`config.mk`:
```
export PLATFORM = sky130hd
export DESIGN_NAME = rsw_top
export DESIGN_NICKNAME = d
export VERILOG_FILES = /design/src/common/rsw_pkg.sv /design/src/common/rsw_flt_if.sv /design/src/rtl/rsw_sync.sv /design/src/rtl/rsw_filter.sv /design/src/rtl/rsw_top.sv
export SDC_FILE = /design/constraint.sdc
export NUM_CORES = 1
export LEC_CHECK = 0
export BUFFER_PORTS_ARGS = -buffer_cell sky130_fd_sc_hd__buf_2
export CORE_MARGIN = 4
export CORE_UTILIZATION = 54
export DETAILED_ROUTE_END_ITERATION = 7
export PLACE_DENSITY = 0.75
export RECOVER_POWER = 25
export SYNTH_ARGS = -nofsm -noshare
export SYNTH_HDL_FRONTEND = slang
export SYNTH_SLANG_ARGS = --single-unit
```
`constraint.sdc`:
```
create_clock -name MCLK -period 1.9 [get_ports MCLK]
set_clock_uncertainty 0.05 [all_clocks]
set_input_delay 0.19 -clock MCLK [delete_from_list [all_inputs] [get_ports MCLK]]
set_output_delay 0.19 -clock MCLK [all_outputs]
set_load 0.01 [all_outputs]
```
`src/common/rsw_pkg.sv`:
```
`default_nettype none
package rsw_pkg;

   // ------------------------------------------------------------------
   // Register addresses on the special function register port
   // ------------------------------------------------------------------
   localparam logic [7:0] REG_WD_RELOAD = 8'ha6;
   localparam logic [7:0] REG_WD_KEY = 8'hae;
   localparam logic [7:0] REG_PWR_CTRL = 8'h87;
   localparam logic [7:0] REG_USB_ISTA = 8'he8;
   localparam logic [7:0] REG_USB_IEN = 8'he9;

   // ------------------------------------------------------------------
   // Field positions and values
   // ------------------------------------------------------------------
   localparam int PWR_LOWV_DIS_BIT = 5;
   localparam int USB_IEN_RST_EN_BIT = 6;
   localparam int USB_ISTA_RST_FLAG_BIT = 4;
   localparam logic [7:0] WD_RELOAD_MAX = 8'h7e;
   localparam logic [7:0] WD_KEY_OFF = 8'h55;
   localparam logic [7:0] REG_RESET_VAL = 8'h00;
   localparam int WD_CNT_W = 22;
   localparam int WD_RELOAD_W = 7;

   // ------------------------------------------------------------------
   // Timing
   // ------------------------------------------------------------------
   localparam int CLK_PERIOD_NS = 50;
   localparam int OSC_PER_MCYCLE = 12;
   localparam logic [3:0] MC_DIV_LAST = 4'(OSC_PER_MCYCLE - 1);
   localparam int LOWV_HOLD_MS = 10;
   localparam int LOWV_HOLD_CYC_DEF =
      (LOWV_HOLD_MS * 1_000_000 + CLK_PERIOD_NS - 1) / CLK_PERIOD_NS;
   localparam int LOWV_FILT_US = 1;
   localparam int LOWV_FILT_CYC_DEF =
      (LOWV_FILT_US * 1_000 + CLK_PERIOD_NS - 1) / CLK_PERIOD_NS;
   localparam int WD_PULSE_EXP = 15;
   localparam int WD_PULSE_MC_DEF = 2 ** WD_PULSE_EXP;
   localparam int USB_SE0_MIN = 4;
   localparam logic [3:0] USB_SE0_LAST = 4'(USB_SE0_MIN - 1);

   typedef enum logic {WD_RUN, WD_PULSE} rsw_wd_state_t;

endpackage
`default_nettype wire

```
`src/common/rsw_flt_if.sv`:
```
`timescale 1ns/1ns
`default_nettype none
interface rsw_flt_if;
   logic raw;
   logic clean;
   modport src (output raw, input clean);
   modport flt (input raw, output clean);
endinterface
`default_nettype wire

```
`src/rtl/rsw_sync.sv`:
```
`timescale 1ns/1ns
`default_nettype none
module rsw_sync #(
   parameter int W = 1,
   parameter logic [W-1:0] RST_VAL = '0
) (
   input wire logic clk,
   input wire logic rst_b,
   input wire logic [W-1:0] d,
   output logic [W-1:0] q
);
   logic [W-1:0] meta_ff;
   logic [W-1:0] q_ff;

   // First stage feeds the second stage only
   always_ff @(posedge clk or negedge rst_b)
   begin
      if (!rst_b)
      begin
         meta_ff <= RST_VAL;
         q_ff <= RST_VAL;
      end
      else
      begin
         meta_ff <= d;
         q_ff <= meta_ff;
      end
   end

   assign q = q_ff;
endmodule // rsw_sync
`default_nettype wire

```
`src/rtl/rsw_filter.sv`:
```
`timescale 1ns/1ns
`default_nettype none
module rsw_filter import rsw_pkg::*; #(
   parameter int N = LOWV_FILT_CYC_DEF
) (
   input wire logic clk,
   input wire logic rst_b,
   rsw_flt_if.flt port
);
   localparam int CW = $clog2(N + 1);
   logic [CW-1:0] cnt_ff;
   logic clean_ff;

   // Output follows the input only after N steady cycles, either way
   always_ff @(posedge clk or negedge rst_b)
   begin
      if (!rst_b)
      begin
         cnt_ff <= '0;
         clean_ff <= 1'b0;
      end
      else if (port.raw == clean_ff)
      begin
         cnt_ff <= '0;
      end
      else if (cnt_ff == CW'(N - 1))
      begin
         cnt_ff <= '0;
         clean_ff <= port.raw;
      end
      else
      begin
         cnt_ff <= cnt_ff + 1'b1;
      end
   end

   assign port.clean = clean_ff;
endmodule // rsw_filter
`default_nettype wire

```
`src/rtl/rsw_top.sv`:
```
// Function
// - Any of pin, low voltage, USB bus reset or watchdog asserts internal reset.
// - Internal reset goes to the programmable logic as an active-low reset.
// - After low voltage clears, reset stays asserted a further 10 ms.
// - Low-voltage reset enabled after power-up; software may disable it.
// - Power control bit 5 set disables low-voltage reset; clear keeps it enabled.
// - Low-voltage reset keeps working in idle and power-down modes.
// - Low-voltage pulses shorter than about 1 us are filtered out.
// - Single-ended zero seen on 4 consecutive machine-cycle ticks sets the USB bus reset flag.
// - With USB reset enable bit 6 set, USB bus reset asserts internal reset.
// - Watchdog 22-bit counter advances once per machine cycle while enabled.
// - Watchdog counter overflowing past all ones generates internal reset.
// - Software reloads with 00 to 7E; value goes to seven counter MSBs.
// - Writing zero to the reload register clears the whole counter.
// - Only key 55 hex disables the watchdog; other keys keep it enabled.
// - Watchdog comes out of power-up and every reset enabled.
// - In idle mode watchdog and reset logic keep running.
// - Watchdog reset pulse lasts 2^15 machine cycles.
`timescale 1ns/1ns
`default_nettype none
module rsw_top import rsw_pkg::*; #(
   parameter int LOWV_HOLD_CYC = LOWV_HOLD_CYC_DEF,
   parameter int WD_PULSE_MC = WD_PULSE_MC_DEF,
   parameter int LOWV_FILT_CYC = LOWV_FILT_CYC_DEF,
   parameter int WD_W = WD_CNT_W
) (
   input wire logic MCLK,
   input wire logic RST_B,
   input wire logic RESET_PIN_B,
   input wire logic LOWV_DET,
   input wire logic USB_SE0,
   input wire logic [7:0] REG_ADDR,
   input wire logic [7:0] REG_WDATA,
   input wire logic REG_WR,
   output logic CPU_RST,
   output logic PLD_RST_B,
   output logic USB_RST_FLAG,
   output logic [7:0] REG_RDATA
);
   localparam int HW = $clog2(LOWV_HOLD_CYC + 1);
   localparam int PW = $clog2(WD_PULSE_MC);

   // ------------------------------------------------------------------
   // Input synchronisers
   // ------------------------------------------------------------------
   logic [2:0] pin_s;
   logic ext_req;
   logic lowv_s;
   logic se0_s;

   // Reset value reads as pin asserted so nothing escapes at power-up
   rsw_sync #(.W(3), .RST_VAL(3'h0)) u_sync (
      .clk(MCLK),
      .rst_b(RST_B),
      .d({RESET_PIN_B, LOWV_DET, USB_SE0}),
      .q(pin_s)
   );

   assign ext_req = ~pin_s[2];
   assign lowv_s = pin_s[1];
   assign se0_s = pin_s[0];

   // ------------------------------------------------------------------
   // Machine cycle tick
   // ------------------------------------------------------------------
   logic [3:0] div_ff;
   logic mtick_ff;

   always_ff @(posedge MCLK or negedge RST_B)
   begin
      if (!RST_B)
      begin
         div_ff <= 4'h0;
         mtick_ff <= 1'b0;
      end
      else if (div_ff == MC_DIV_LAST)
      begin
         div_ff <= 4'h0;
         mtick_ff <= 1'b1;
      end
      else
      begin
         div_ff <= div_ff + 4'h1;
         mtick_ff <= 1'b0;
      end
   end

   // ------------------------------------------------------------------
   // Register writes
   // ------------------------------------------------------------------
   logic cpu_rst_ff;
   logic reg_we;
   logic lowv_dis_ff;
   logic usb_rst_en_ff;
   logic [7:0] key_ff;

   // CPU is held in reset, so its writes are not taken then
   assign reg_we = REG_WR & ~cpu_rst_ff;

   always_ff @(posedge MCLK or negedge RST_B)
   begin
      if (!RST_B)
      begin
         lowv_dis_ff <= 1'b0;
      end
      else if (cpu_rst_ff)
      begin
         lowv_dis_ff <= 1'b0;
      end
      else if (reg_we && REG_ADDR == REG_PWR_CTRL)
      begin
         lowv_dis_ff <= REG_WDATA[PWR_LOWV_DIS_BIT];
      end
   end

   always_ff @(posedge MCLK or negedge RST_B)
   begin
      if (!RST_B)
      begin
         key_ff <= REG_RESET_VAL;
      end
      else if (cpu_rst_ff)
      begin
         key_ff <= REG_RESET_VAL;
      end
      else if (reg_we && REG_ADDR == REG_WD_KEY)
      begin
         key_ff <= REG_WDATA;
      end
   end

   // USB enable survives internal resets so a USB reset cannot cancel itself
   always_ff @(posedge MCLK or negedge RST_B)
   begin
      if (!RST_B)
      begin
         usb_rst_en_ff <= 1'b0;
      end
      else if (reg_we && REG_ADDR == REG_USB_IEN)
      begin
         usb_rst_en_ff <= REG_WDATA[USB_IEN_RST_EN_BIT];
      end
   end

   // ------------------------------------------------------------------
   // Low-voltage reset
   // ------------------------------------------------------------------
   rsw_flt_if lowv_if ();
   logic lowv_filt;
   logic [HW-1:0] hold_ff;
   logic lowv_req;

   assign lowv_if.raw = lowv_s;

   rsw_filter #(.N(LOWV_FILT_CYC)) u_filter (
      .clk(MCLK),
      .rst_b(RST_B),
      .port(lowv_if.flt)
   );

   assign lowv_filt = lowv_if.clean;

   // No idle or power-down input exists here, so nothing can stop it
   always_ff @(posedge MCLK or negedge RST_B)
   begin
      if (!RST_B)
      begin
         hold_ff <= '0;
      end
      else if (lowv_filt && !lowv_dis_ff)
      begin
         hold_ff <= HW'(LOWV_HOLD_CYC);
      end
      else if (hold_ff != '0)
      begin
         hold_ff <= hold_ff - 1'b1;
      end
   end

   assign lowv_req = (lowv_filt & ~lowv_dis_ff) | (hold_ff != '0);

   // ------------------------------------------------------------------
   // USB bus reset detection
   // ------------------------------------------------------------------
   logic [3:0] se0_run_ff;
   logic usb_det;
   logic usb_flag_ff;
   logic usb_req_ff;

   assign usb_det = mtick_ff & se0_s & (se0_run_ff == USB_SE0_LAST);

   always_ff @(posedge MCLK or negedge RST_B)
   begin
      if (!RST_B)
      begin
         se0_run_ff <= 4'h0;
      end
      else if (mtick_ff)
      begin
         if (!se0_s)
         begin
            se0_run_ff <= 4'h0;
         end
         else if (se0_run_ff <= USB_SE0_LAST)
         begin
            se0_run_ff <= se0_run_ff + 4'h1;
         end
      end
   end

   // Set wins over a clear in the same cycle
   always_ff @(posedge MCLK or negedge RST_B)
   begin
      if (!RST_B)
      begin
         usb_flag_ff <= 1'b0;
      end
      else if (usb_det)
      begin
         usb_flag_ff <= 1'b1;
      end
      else if (reg_we && REG_ADDR == REG_USB_ISTA && REG_WDATA[USB_ISTA_RST_FLAG_BIT])
      begin
         usb_flag_ff <= 1'b0;
      end
   end

   // Held until the zero state on the bus ends
   always_ff @(posedge MCLK or negedge RST_B)
   begin
      if (!RST_B)
      begin
         usb_req_ff <= 1'b0;
      end
      else if (usb_det && usb_rst_en_ff)
      begin
         usb_req_ff <= 1'b1;
      end
      else if (!se0_s)
      begin
         usb_req_ff <= 1'b0;
      end
   end

   // ------------------------------------------------------------------
   // Watchdog
   // ------------------------------------------------------------------
   logic wd_en;
   logic wd_reload;
   logic wd_ovf;
   logic [WD_W-1:0] wd_cnt_ff;
   logic [PW-1:0] wd_pcnt_ff;
   rsw_wd_state_t wd_state_ff;

   assign wd_en = key_ff != WD_KEY_OFF;
   assign wd_reload = reg_we & (REG_ADDR == REG_WD_RELOAD) & (REG_WDATA <= WD_RELOAD_MAX);
   assign wd_ovf = mtick_ff & wd_en & ~cpu_rst_ff & ~wd_reload & (&wd_cnt_ff);

   // Out-of-range reloads are ignored rather than trusted
   always_ff @(posedge MCLK or negedge RST_B)
   begin
      if (!RST_B)
      begin
         wd_cnt_ff <= '0;
      end
      else if (cpu_rst_ff)
      begin
         wd_cnt_ff <= '0;
      end
      else if (wd_reload)
      begin
         wd_cnt_ff <= {REG_WDATA[WD_RELOAD_W-1:0],
                       {(WD_W - WD_RELOAD_W){1'b0}}};
      end
      else if (mtick_ff && wd_en)
      begin
         wd_cnt_ff <= wd_cnt_ff + 1'b1;
      end
   end

   always_ff @(posedge MCLK or negedge RST_B)
   begin
      if (!RST_B)
      begin
         wd_state_ff <= WD_RUN;
         wd_pcnt_ff <= '0;
      end
      else
      begin
         unique case (wd_state_ff)
            WD_RUN:
            begin
               wd_pcnt_ff <= '0;
               if (wd_ovf)
               begin
                  wd_state_ff <= WD_PULSE;
               end
            end
            WD_PULSE:
            begin
               if (mtick_ff && wd_pcnt_ff == PW'(WD_PULSE_MC - 1))
               begin
                  wd_state_ff <= WD_RUN;
               end
               else if (mtick_ff)
               begin
                  wd_pcnt_ff <= wd_pcnt_ff + 1'b1;
               end
            end
         endcase
      end
   end

   // ------------------------------------------------------------------
   // Combined reset and read-back
   // ------------------------------------------------------------------
   logic any_req;
   logic pld_rst_b_ff;
   logic [7:0] rdata_ff;
   logic [7:0] nxt_rdata;

   assign any_req = ext_req | lowv_req | usb_req_ff | (wd_state_ff == WD_PULSE);

   always_ff @(posedge MCLK or negedge RST_B)
   begin
      if (!RST_B)
      begin
         cpu_rst_ff <= 1'b1;
         pld_rst_b_ff <= 1'b0;
      end
      else
      begin
         cpu_rst_ff <= any_req;
         pld_rst_b_ff <= ~any_req;
      end
   end

   always_comb
   begin
      nxt_rdata = REG_RESET_VAL;
      unique case (REG_ADDR)
         REG_WD_RELOAD: nxt_rdata = {1'b0, wd_cnt_ff[WD_W-1 -: WD_RELOAD_W]};
         REG_WD_KEY: nxt_rdata = key_ff;
         REG_PWR_CTRL: nxt_rdata[PWR_LOWV_DIS_BIT] = lowv_dis_ff;
         REG_USB_IEN: nxt_rdata[USB_IEN_RST_EN_BIT] = usb_rst_en_ff;
         REG_USB_ISTA: nxt_rdata[USB_ISTA_RST_FLAG_BIT] = usb_flag_ff;
         default: nxt_rdata = REG_RESET_VAL;
      endcase
   end

   always_ff @(posedge MCLK or negedge RST_B)
   begin
      if (!RST_B)
      begin
         rdata_ff <= REG_RESET_VAL;
      end
      else
      begin
         rdata_ff <= nxt_rdata;
      end
   end

   assign CPU_RST = cpu_rst_ff;
   assign PLD_RST_B = pld_rst_b_ff;
   assign USB_RST_FLAG = usb_flag_ff;
   assign REG_RDATA = rdata_ff;
endmodule // rsw_top
`default_nettype wire

```
==> results of run 1 <==
==> worst paths after layout <==
| path | endpoint | slack, ns | depth (start not counted) |
|---|---|---|---|
| min in group asynchronous | u_filter.cnt_ff[2] | 0.37 | 2 |
| worst min-delay path | wd_cnt_ff[18] | 0.03 | 3 |
| worst max-delay path | hold_ff[15] | -0.07 | 5 |
| worst min register to register | u_sync.q[1] | 0.31 | 0 |
| worst max register to register | hold_ff[15] | -0.07 | 5 |
| max in group asynchronous | hold_ff[1] | 0.29 | 3 |
==> worst max-delay path, delay by kind of cell (launching register included) <==
| family | cells | cell delay [ns] |
|---|---|---|
| flops | 1 | 0.42 |
| compound gates | 1 | 0.11 |
| simple gates | 4 | 1.32 |
==> cells in the final DEF (no fill, tap or decap), types with 3 or more instances in the layout <==
master,netlist,layout
dfrtp_1,98,97
nor2_1,51,50
nand2_1,46,46
buf_4,2,37
xnor2_1,31,31
buf_2,2,31
nand3_1,21,21
and2_1,13,13
inv_1,14,12
o21ai_0,14,12
clkbuf_8,0,12
xor2_1,11,11
nor3_1,11,10
nand3b_1,10,10
nand4_1,9,9
and4_1,8,8
nand2b_1,7,7
nor2b_1,6,6
and3_1,6,6
o21ai_1,9,6
a21oi_1,8,6
o211ai_1,5,5
a211oi_1,5,5
nand4b_1,4,4
nor4_4,3,4
a22o_1,4,4
mux2_2,4,4
or4_4,0,4
a31oi_1,4,4
o21ai_2,0,4
ha_1,6,4
dlygate4sd3_1,0,4
nor4_2,1,3
inv_2,1,3
o31ai_1,3,3
nor4_1,6,3
clkinv_2,0,3
buf_6,0,3
==> what timing repair did <==
action | 4_1_cts | 5_1_grt
hold buffers | 4 | 0
setup endpoints to repair | 13 | 36
pin swaps | 6 | 26
hold endpoints to repair | 31 | 0
setup buffers | 2 | 3
gates resized for setup | 3 | 35
gates cloned | 0 | 0
==> power breakdown <==
part | total (W) | switching [W] | leakage, nW | internal [W]
combinational | 0.00128 | 0.000641 | 1.09 | 0.000635
clock | 0.00128 | 0.000699 | 0.102 | 0.000580
sequential | 0.00246 | 0.000160 | 1.32 | 0.00230
==> sequential cells by signal, summed over array words and instances, names as in the netlist, 3 cells and up <==
register and cells:
u_filter.cnt_ff 5, hold_ff 18, key_ff 8, u_sync.meta_ff 3, wd_cnt_ff 22, div_ff 4
u_sync.q 3, wd_pcnt_ff 15, se0_run_ff 4, REG_RDATA 8
==> cells by family after synthesis <==
| family | synth area share |
|---|---|
| muxes | 0.01354 |
| buffers and inverters | 0.02318 |
| and+or+nand+nor | 0.2584 |
| xor gates and xnor gates | 0.07658 |
| adders and majority gates | 0.01563 |
| AOI/OAI and AO/OA | 0.09664 |
| DFF | 0.5160 |
==> metal layers <==
metal / vias up / share of wire / wire length (µm)
li1: 1828 / - / -
met1: 1821 / 0.45 / 4443
met2: 76 / 0.48 / 4750
met3: 13 / 0.047 / 457
met4: 0 / 0.015 / 146
met5: - / 0 / 0
==> final cells by class <==
| type | instances | area, µm² |
|---|---|---|
| clock buffers | 12 | 165.2 |
| clock inverters | 4 | 23.77 |
| fillers | 694 | 2913 |
| inverters | 15 | 56.30 |
| multi-input cells | 345 | 2359 |
| flip-flops and latches | 99 | 2480 |
| well taps | 108 | 135.1 |
| repair buffers | 80 | 546.8 |
==> metrics by stage <==
stage / hold WS, ns / TNS, ns / utilization
CTS: 0.01355 / -0.06804 / 0.6473
global route: 0.02611 / -1.673 / 0.6644
detailed placement: 0.1050 / -0.5211 / 0.6181
finish: 0.02700 / -0.2159 / 0.6644
floorplan: -0.1556 / -0.2644 / -
global placement: 0.1015 / -0.06157 / 0.6181
==> results.sh, run 1 <==
export IMPL_run_status="finished, violations left"
export IMPL_violated_checks="setup timing"
export IMPL_place_ws_ns=-0.09017
export IMPL_cp_startpoint="hold_ff[5]"
export IMPL_drt_first_pass_iters=5
export IMPL_fin_nets=578
export IMPL_synth_warn=0
export IMPL_avgSynthCellArea_um2=10.20
export IMPL_p_leak_nw=2.511
export IMPL_unrepaired_setup_endpoints_after_global_routing="yes"
export IMPL_wl_um=9798
export IMPL_placed_cells=638
export IMPL_syn_inst=471
export IMPL_rr_startpoint="hold_ff[5]"
export IMPL_grt_util_all_layers=0.1923
export IMPL_synth_fp_nets=499
export IMPL_vdd_ir_drop_max_v=0.0003592
export IMPL_grt_max_degree=44
export IMPL_max_slew_margin=0.5003
export IMPL_synth_main_ff_cell="dfrtp_1"
export IMPL_yosys_register_bits=99
export IMPL_final_layout_size_suffix_gt1_frac=0.2414
export IMPL_max_clock_freq_mhz=507.0
export IMPL_cts_path_max_buffers=2
export IMPL_non_filler_instance_count_after_layout=663
export IMPL_dieArea_mm2=0.01047
export IMPL_p_total_w=0.005010
export IMPL_gr_total_overflow=0
export IMPL_synth_top_area_share=0.5105
export IMPL_drtIter0Drc=180
export IMPL_met3_capacity_usage_during_global_routing=0.03413
export IMPL_critPathRequiredTime_ns=2.13
export IMPL_slowest_stage_delay_cp_ns=0.51
export IMPL_worst_slew_pin_slew_ns=0.7496
export IMPL_total_clock_buffers_created_by_cts=9
export IMPL_final_min_clock_period_ns=1.972
export IMPL_slew_viol_final=0
export IMPL_synth_edf_count=0
export IMPL_critPathSlowestCell="or4_4"
export IMPL_clk_transition_reported_paths_ns=0.10
export IMPL_power_density_mw_per_mm2=869.0
export IMPL_finalHoldViolations=0
export IMPL_tritoncts="yes"
export IMPL_h_tree_depth=3
export IMPL_clock_root_buffer="clkbuf_8"
export IMPL_layout_area_overhead_vs_synth_pct=20.03
export IMPL_met1_usage=0.2620
export IMPL_critPathArrivalTime_ns=2.20
export IMPL_grt_pass1_vias=3494
export IMPL_post_drt_via_cell_ratio=5.638
export IMPL_final_cell_area_mm2=0.005766
export IMPL_start_kind="flop"
export IMPL_core_rowCount=34
export IMPL_vias=3738
export IMPL_synth_yosys_seq_area_share=0.5160
export IMPL_synthTopCellsByArea="dfrtp_1 51%, xnor2_1 5.7%, nor2_1 4.0%"
export IMPL_gpl_final_weighted_congestion=0.8286
export IMPL_synth_async_reset_ratio=1.000
export IMPL_min_path_type="in -> reg"
export IMPL_yosysTopAreaCell="dfrtp_1"
export IMPL_timing_worst_setup_path_type="reg -> reg"
export IMPL_mappedNetlistArea_mm2=0.004803
export IMPL_cp_max_fo=2
export IMPL_worstSetupEndpointType="flop"
export IMPL_n_antenna_cell=0
export IMPL_globalRoute_busiestLayer="met2"
export IMPL_layout_worst_path_cycle_share=1.038
export IMPL_report_final_setup_viol=7
export IMPL_place_port_buffers=32
export IMPL_detailed_place_hpwl_um=6932
export IMPL_synth_common_cells="98 x dfrtp_1, 51 x nor2_1, 46 x nand2_1, 31 x xnor2_1, 21 x nand3_1"
export IMPL_antenna_found_initial=0
export IMPL_synthDistinctLibCells=61
export IMPL_timing_hold_worst_start="REG_WDATA[3]"
export IMPL_initial_core_util=0.5535
export IMPL_core_area_mm2=0.008678
export IMPL_synthMostInstantiatedCell="dfrtp_1"
export IMPL_floorplan_die_width_um=102.3
export IMPL_use_met2=0.3128
export IMPL_clk_latency_ns=0.35
export IMPL_setup_ws_ns=-0.07238
export IMPL_drcViolationCount=0
export IMPL_io_pins=33
export IMPL_numClockSinks=99
export IMPL_placedInstanceArea_mm2=0.005364
export IMPL_post_drt_wl_per_cell_um=14.78
export IMPL_critical_path_cell_chain="nor4_4 -> nand3_1 -> or4_4 -> or3_4 -> a21oi_2"
export IMPL_count_of_antenna_violating_nets_left_after_detailed_routing=0
export IMPL_drv_cap=0
export IMPL_first_pass_grt_wire_length_um=16090
export IMPL_fp_dieH_um=102.3
Note: power is estimated with default switching activity, not from simulation.
==> run 2: changes to the inputs <==
--- a/config.mk
+++ b/config.mk
@@ -6,6 +6,7 @@
 export NUM_CORES = 1
 export LEC_CHECK = 0
 export BUFFER_PORTS_ARGS = -buffer_cell sky130_fd_sc_hd__buf_2
+export CORE_ASPECT_RATIO = 0.5
 export CORE_MARGIN = 4
 export CORE_UTILIZATION = 54
 export DETAILED_ROUTE_END_ITERATION = 7
==> run 2 against run 1 <==
Effect of this change: sequential share of layout area is 0.61 points lower; via count is 0.96% lower; routed wire length is 1.5% lower; sequential power hardly changed; setup slack better by 0.039 ns; register-to-register slack better by 0.04 ns; hold slack better by 0.019 ns; flip-flop and latch count stayed put; the flow still finishes with violations (setup timing); first-iteration DRC count is 23% higher; clock power is 50% higher.
==> results.sh, run 2 (same netlist as run 1, synthesis figures left out) <==
export IMPL_critPathSlowestCell="or4_4"
export IMPL_min_delay_path_depth=3
export IMPL_count_of_antenna_violating_nets_left_after_detailed_routing=0
export IMPL_final_layout_size_suffix_gt1_frac=0.2216
export IMPL_post_drt_via_cell_ratio=5.550
export IMPL_first_pass_grt_wire_length_um=16970
export IMPL_p_leak_nw=2.563
export IMPL_crit_family="simple AND/OR/NAND/NOR gates"
export IMPL_clock_root_buffer="clkbuf_16"
export IMPL_grt_max_degree=43
export IMPL_gr_total_overflow=0
export IMPL_dieArea_mm2=0.01056
export IMPL_floorplan_die_width_um=141.4
export IMPL_cp_max_fo=3
export IMPL_initial_core_util=0.5776
export IMPL_critical_path_cell_chain="or4_4 -> or4_1 -> or3_1 -> a21oi_1"
export IMPL_setup_ws_ns=-0.03369
export IMPL_antenna_found_initial=0
export IMPL_top_library_cells_by_usage_in_the_layout_fill_and_taps_aside="98 x dfrtp_1, 50 x nor2_1, 46 x nand2_1"
export IMPL_min_path_type="in -> reg"
export IMPL_drv_cap=0
export IMPL_worst_slew_pin_slew_ns=1.188
export IMPL_rr_startpoint="hold_ff[0]"
export IMPL_timing_worst_setup_path_type="reg -> reg"
export IMPL_r2r_cell_count=4
export IMPL_wl_um=9648
export IMPL_worstSetupEndpointType="flop"
export IMPL_fp_dieH_um=74.69
export IMPL_cts_path_max_buffers=2
export IMPL_clk_transition_reported_paths_ns=0.07
export IMPL_path_buf_inv=0
export IMPL_clk_latency_ns=0.34
export IMPL_unrepaired_setup_endpoints_after_global_routing="yes"
export IMPL_report_final_setup_viol=2
export IMPL_numClockSinks=99
export IMPL_final_min_clock_period_ns=1.934
export IMPL_post_drt_wl_per_cell_um=14.46
export IMPL_total_clock_buffers_created_by_cts=9
export IMPL_detailed_place_hpwl_um=6929
export IMPL_slew_viol_final=0
export IMPL_vdd_ir_drop_max_v=0.0006055
export IMPL_finalHoldViolations=0
export IMPL_n_antenna_cell=0
export IMPL_io_pins=33
export IMPL_largest_reg_flops=22
export IMPL_layout_cells_most_common="dfrtp_1"
export IMPL_largest_register="wd_cnt_ff"
export IMPL_critPathArrivalTime_ns=2.16
export IMPL_drcViolationCount=0
export IMPL_fill_cells=609
export IMPL_max_clock_freq_mhz=517.1
export IMPL_gpl_final_weighted_congestion=0.8235
export IMPL_max_slew_margin=0.2083
export IMPL_core_area_mm2=0.008317
export IMPL_finalSetupTns_ns=-0.04133
export IMPL_fin_nets=578
export IMPL_run_status="finished, violations left"
export IMPL_core_rowCount=23
export IMPL_h_tree_depth=3
export IMPL_grt_pass1_vias=3582
export IMPL_min_to="wd_cnt_ff[18]"
export IMPL_reg2reg_to="hold_ff[15]"
export IMPL_vias=3702
export IMPL_drtIter0Drc=222
export IMPL_layout_area_overhead_vs_synth_pct=21.70
export IMPL_drt_first_pass_iters=5
export IMPL_worst_r2r_setup_slack_ns=-0.03
export IMPL_slowest_stage_delay_cp_ns=0.54
export IMPL_place_port_buffers=32
export IMPL_place_ws_ns=-0.04666
export IMPL_reg_largest_list="wd_cnt_ff: 22 flops, hold_ff: 18 flops, wd_pcnt_ff: 15 flops"
export IMPL_power_density_mw_per_mm2=951.4
export IMPL_layout_worst_path_cycle_share=1.018
export IMPL_violated_checks="setup timing"
export IMPL_grt_util_all_layers=0.2053
export IMPL_hold_worst_slack_ns=0.04563
export IMPL_start_kind="flop"
export IMPL_timing_hold_worst_start="REG_WDATA[3]"
export IMPL_tritoncts="yes"
export IMPL_critPathRequiredTime_ns=2.12
-- run 2: changes by cell type in the layout (fill, tap and decap cells not counted), sizes merged --
cell      previous run  this run
clkbuf              16        13
bufinv               0         2
clkinv               4         1
buf                 72        73
clkinvlp             0         2
inv                 15        16
-- run 2: worst max-delay path by stage --
| stage | cells after the start | endpoint | from |
|---|---|---|---|
| 2_1_floorplan | 7 | CPU_RST | hold_ff[0] |
| 3_3_place_gp | 7 | CPU_RST | hold_ff[0] |
| 3_5_place_dp | 7 | CPU_RST | hold_ff[0] |
| 4_1_cts | 5 | hold_ff[15] | hold_ff[5] |
| 5_1_grt | 6 | hold_ff[9] | hold_ff[6] |
| 6_report | 4 | hold_ff[15] | hold_ff[0] |
-- run 2: stage by stage --
stage | util | std cells | cell area (µm²) | total power, W
detailed placement | 0.6456 | 642 | 5369 | 0.003463
finish | 0.7029 | 667 | 5846 | 0.005561
CTS | 0.6910 | 662 | 5747 | 0.005455
floorplan | - | 471 | 4810 | 0.002995
global route | 0.7029 | 667 | 5846 | 0.005853
global placement | 0.6456 | 642 | 5369 | 0.003423
-- run 2: report_power, final --
group | leakage (nW) | internal [W] | switching [W] | total [W]
Clock | 0.149 | 0.00116 | 0.000768 | 0.00192
Sequential | 1.32 | 0.00230 | 0.000177 | 0.00247
Combinational | 1.09 | 0.000608 | 0.000556 | 0.00116
Total | 2.56 | 0.00406 | 0.00150 | 0.00556
-- run 2: cell type report --
class | count | area, µm² | area share
clock buffer | 10 | 229.0 | 0.03917
multi-input combinational | 345 | 2305 | 0.3943
tap | 112 | 140.1 | 0.02397
clock inverter | 6 | 88.84 | 0.01520
sequential | 99 | 2479 | 0.4240
inverter | 15 | 56.30 | 0.009632
timing repair buffer | 80 | 548.0 | 0.09375
-- run 2: worst register-to-register path, delay by kind of cell (launching register included) --
family | cells | cell delay, ns
compound gates | 1 | 0.12
flops | 1 | 0.41
simple gates | 3 | 1.28
-- run 2: per-layer routing --
layer	GRT usage	vias up	routed length [µm]
met1	0.2824	1796	4584
met3	0.05457	14	337
met5	0	-	0
met4	0.06702	0	152
met2	0.3258	58	4574
li1	-	1834	-
-- run 2: timing repair --
| item | 4_1_cts | 5_1_grt |
|---|---|---|
| gates cloned | 0 | 0 |
| resized for setup | 6 | 17 |
| buffers inserted | 0 | 5 |
| pin swaps | 8 | 13 |
| endpoints found under the hold margin | 23 | 0 |
| setup endpoints to repair | 17 | 25 |
| hold buffers | 4 | 0 |
==> run 3: changes to the inputs <==
--- a/config.mk
+++ b/config.mk
@@ -12,6 +12,7 @@
 export DETAILED_ROUTE_END_ITERATION = 7
 export PLACE_DENSITY = 0.75
 export RECOVER_POWER = 25
+export SKIP_CTS_REPAIR_TIMING = 1
 export SYNTH_ARGS = -nofsm -noshare
 export SYNTH_HDL_FRONTEND = slang
 export SYNTH_SLANG_ARGS = --single-unit
==> run 3 against run 2 <==
Effect of this change: the flow still finishes with violations (setup timing); design area rose by 0.21%; combinational power up 3%; critical path depth unchanged; first-iteration DRC count is 21% higher; final cell count fell by 0.30%; setup slack got worse by 0.039 ns; non-clock buffer count fell by 2; critical endpoint unchanged.
==> results.sh, run 3 (same netlist as run 1, synthesis figures left out) <==
export IMPL_unrepaired_setup_endpoints_after_global_routing="yes"
export IMPL_fin_nets=576
export IMPL_clk_transition_reported_paths_ns=0.07
export IMPL_final_min_clock_period_ns=1.973
export IMPL_tritoncts="yes"
export IMPL_dieArea_mm2=0.01056
export IMPL_largest_reg_flops=22
export IMPL_place_port_buffers=32
export IMPL_first_pass_grt_wire_length_um=16850
export IMPL_p_leak_nw=2.557
export IMPL_timing_worst_setup_path_type="reg -> reg"
export IMPL_layout_area_overhead_vs_synth_pct=21.96
export IMPL_reg_largest_list="wd_cnt_ff: 22 flops, hold_ff: 18 flops, wd_pcnt_ff: 15 flops"
export IMPL_drt_first_pass_iters=4
export IMPL_p_seq_frac=0.443
export IMPL_non_filler_instance_count_after_layout=665
export IMPL_finalHoldViolations=0
export IMPL_worst_slew_pin_slew_ns=1.030
export IMPL_power_density_mw_per_mm2=955.1
export IMPL_worstSetupEndpointType="flop"
export IMPL_setup_ws_ns=-0.07284
export IMPL_cp_max_fo=3
export IMPL_detailed_place_hpwl_um=6929
export IMPL_combinationalPowerShare=0.214
export IMPL_worst_r2r_setup_slack_ns=-0.07
export IMPL_h_tree_depth=3
export IMPL_power_switching_share=0.2757
export IMPL_netSwitchingPower_w=0.001543
export IMPL_report_final_setup_viol=2
export IMPL_placedInstanceArea_mm2=0.005369
export IMPL_power_clock_fraction=0.343
export IMPL_power_internal_w=0.004052
export IMPL_cp_startpoint="hold_ff[3]"
export IMPL_grt_pass1_vias=3562
export IMPL_n_antenna_cell=0
export IMPL_min_path_type="in -> reg"
export IMPL_wl_um=9906
export IMPL_post_drt_wl_per_cell_um=14.90
export IMPL_placed_cells=642
export IMPL_vdd_ir_drop_max_v=0.0006106
export IMPL_max_slew_margin=0.3131
export IMPL_drv_cap=0
export IMPL_max_clock_freq_mhz=506.9
export IMPL_drtIter0Drc=268
export IMPL_p_total_w=0.005595
export IMPL_layout_cells_most_common="dfrtp_1"
export IMPL_initial_core_util=0.5776
export IMPL_clk_latency_ns=0.34
export IMPL_gpl_final_weighted_congestion=0.8235
export IMPL_fill_cells=613
export IMPL_floorplan_die_width_um=141.4
export IMPL_reg2reg_to="hold_ff[15]"
export IMPL_slew_viol_final=0
export IMPL_start_kind="flop"
export IMPL_clock_root_buffer="clkbuf_16"
export IMPL_layout_worst_path_cycle_share=1.038
export IMPL_vias=3704
export IMPL_critPathArrivalTime_ns=2.19
export IMPL_critPathRequiredTime_ns=2.12
export IMPL_post_drt_via_cell_ratio=5.570
export IMPL_place_ws_ns=-0.04666
export IMPL_largest_register="wd_cnt_ff"
export IMPL_total_clock_buffers_created_by_cts=9
export IMPL_grt_util_all_layers=0.2040
export IMPL_r2r_cell_count=4
export IMPL_top_library_cells_by_usage_in_the_layout_fill_and_taps_aside="98 x dfrtp_1, 50 x nor2_1, 46 x nand2_1"
export IMPL_io_pins=33
export IMPL_gr_total_overflow=0
export IMPL_drcViolationCount=0
export IMPL_fp_dieH_um=74.69
export IMPL_core_rowCount=23
export IMPL_timing_hold_worst_start="REG_WDATA[3]"
export IMPL_worst_setup_path_endpoint="hold_ff[15]"
export IMPL_count_of_antenna_violating_nets_left_after_detailed_routing=0
export IMPL_cts_path_max_buffers=2
export IMPL_run_status="finished, violations left"
export IMPL_violated_checks="setup timing"
export IMPL_hold_worst_slack_ns=0.04740
export IMPL_grt_max_degree=43
export IMPL_numClockSinks=99
export IMPL_final_cell_area_mm2=0.005858
export IMPL_final_layout_size_suffix_gt1_frac=0.2242
export IMPL_core_area_mm2=0.008317
export IMPL_rr_startpoint="hold_ff[3]"
export IMPL_antenna_found_initial=0
[run 3: layout make-up]
type / instances / area, µm² / share of cell area
clock buffers: 10 / 229.0 / 0.03909
clock inverters: 6 / 88.84 / 0.01516
inverters: 15 / 56.30 / 0.009611
multi-input cells: 345 / 2335 / 0.3985
flip-flops and latches: 99 / 2479 / 0.4231
well taps: 112 / 140.1 / 0.02392
repair buffers: 78 / 530.5 / 0.09056
[run 3: metal layers]
layer | global-route usage | part of all wire
met2 | 0.3231 | 0.48
met4 | 0.06702 | 0.015
met1 | 0.2807 | 0.48
met3 | 0.05457 | 0.028
met5 | 0 | 0
[run 3: stage by stage]
| step | setup TNS (ns) | utilization |
|---|---|---|
| after floorplan | -0.2644 | - |
| after global placement | -0.005064 | 0.6456 |
| after detailed placement | -0.1804 | 0.6456 |
| after CTS | -0.4504 | 0.6838 |
| after global routing | -1.401 | 0.7044 |
| final | -0.09468 | 0.7044 |
[run 3: worst min-delay path by stage]
stage	end	depth (start not counted)
after global placement	wd_cnt_ff[5]	1
after detailed placement	wd_cnt_ff[9]	1
after CTS	wd_cnt_ff[13]	1
after floorplan	PLD_RST_B	0
final	wd_cnt_ff[18]	3
after global routing	wd_cnt_ff[18]	3
[run 3: power groups by stage]
stage / clock network (W) / registers [W] / logic (W)
floorplan: 0 / 0.00250 / 0.000493
global placement: 0 / 0.00248 / 0.000944
detailed placement: 0 / 0.00249 / 0.000976
CTS: 0.00197 / 0.00245 / 0.000982
global route: 0.00207 / 0.00251 / 0.00132
finish: 0.00192 / 0.00248 / 0.00120
[run 3: critical path, cell delays in order (launching register included)]
cell	delay [ns]
dfrtp_1	0.43
or4_4	0.54
or4_1	0.42
or3_1	0.33
a21oi_1	0.13
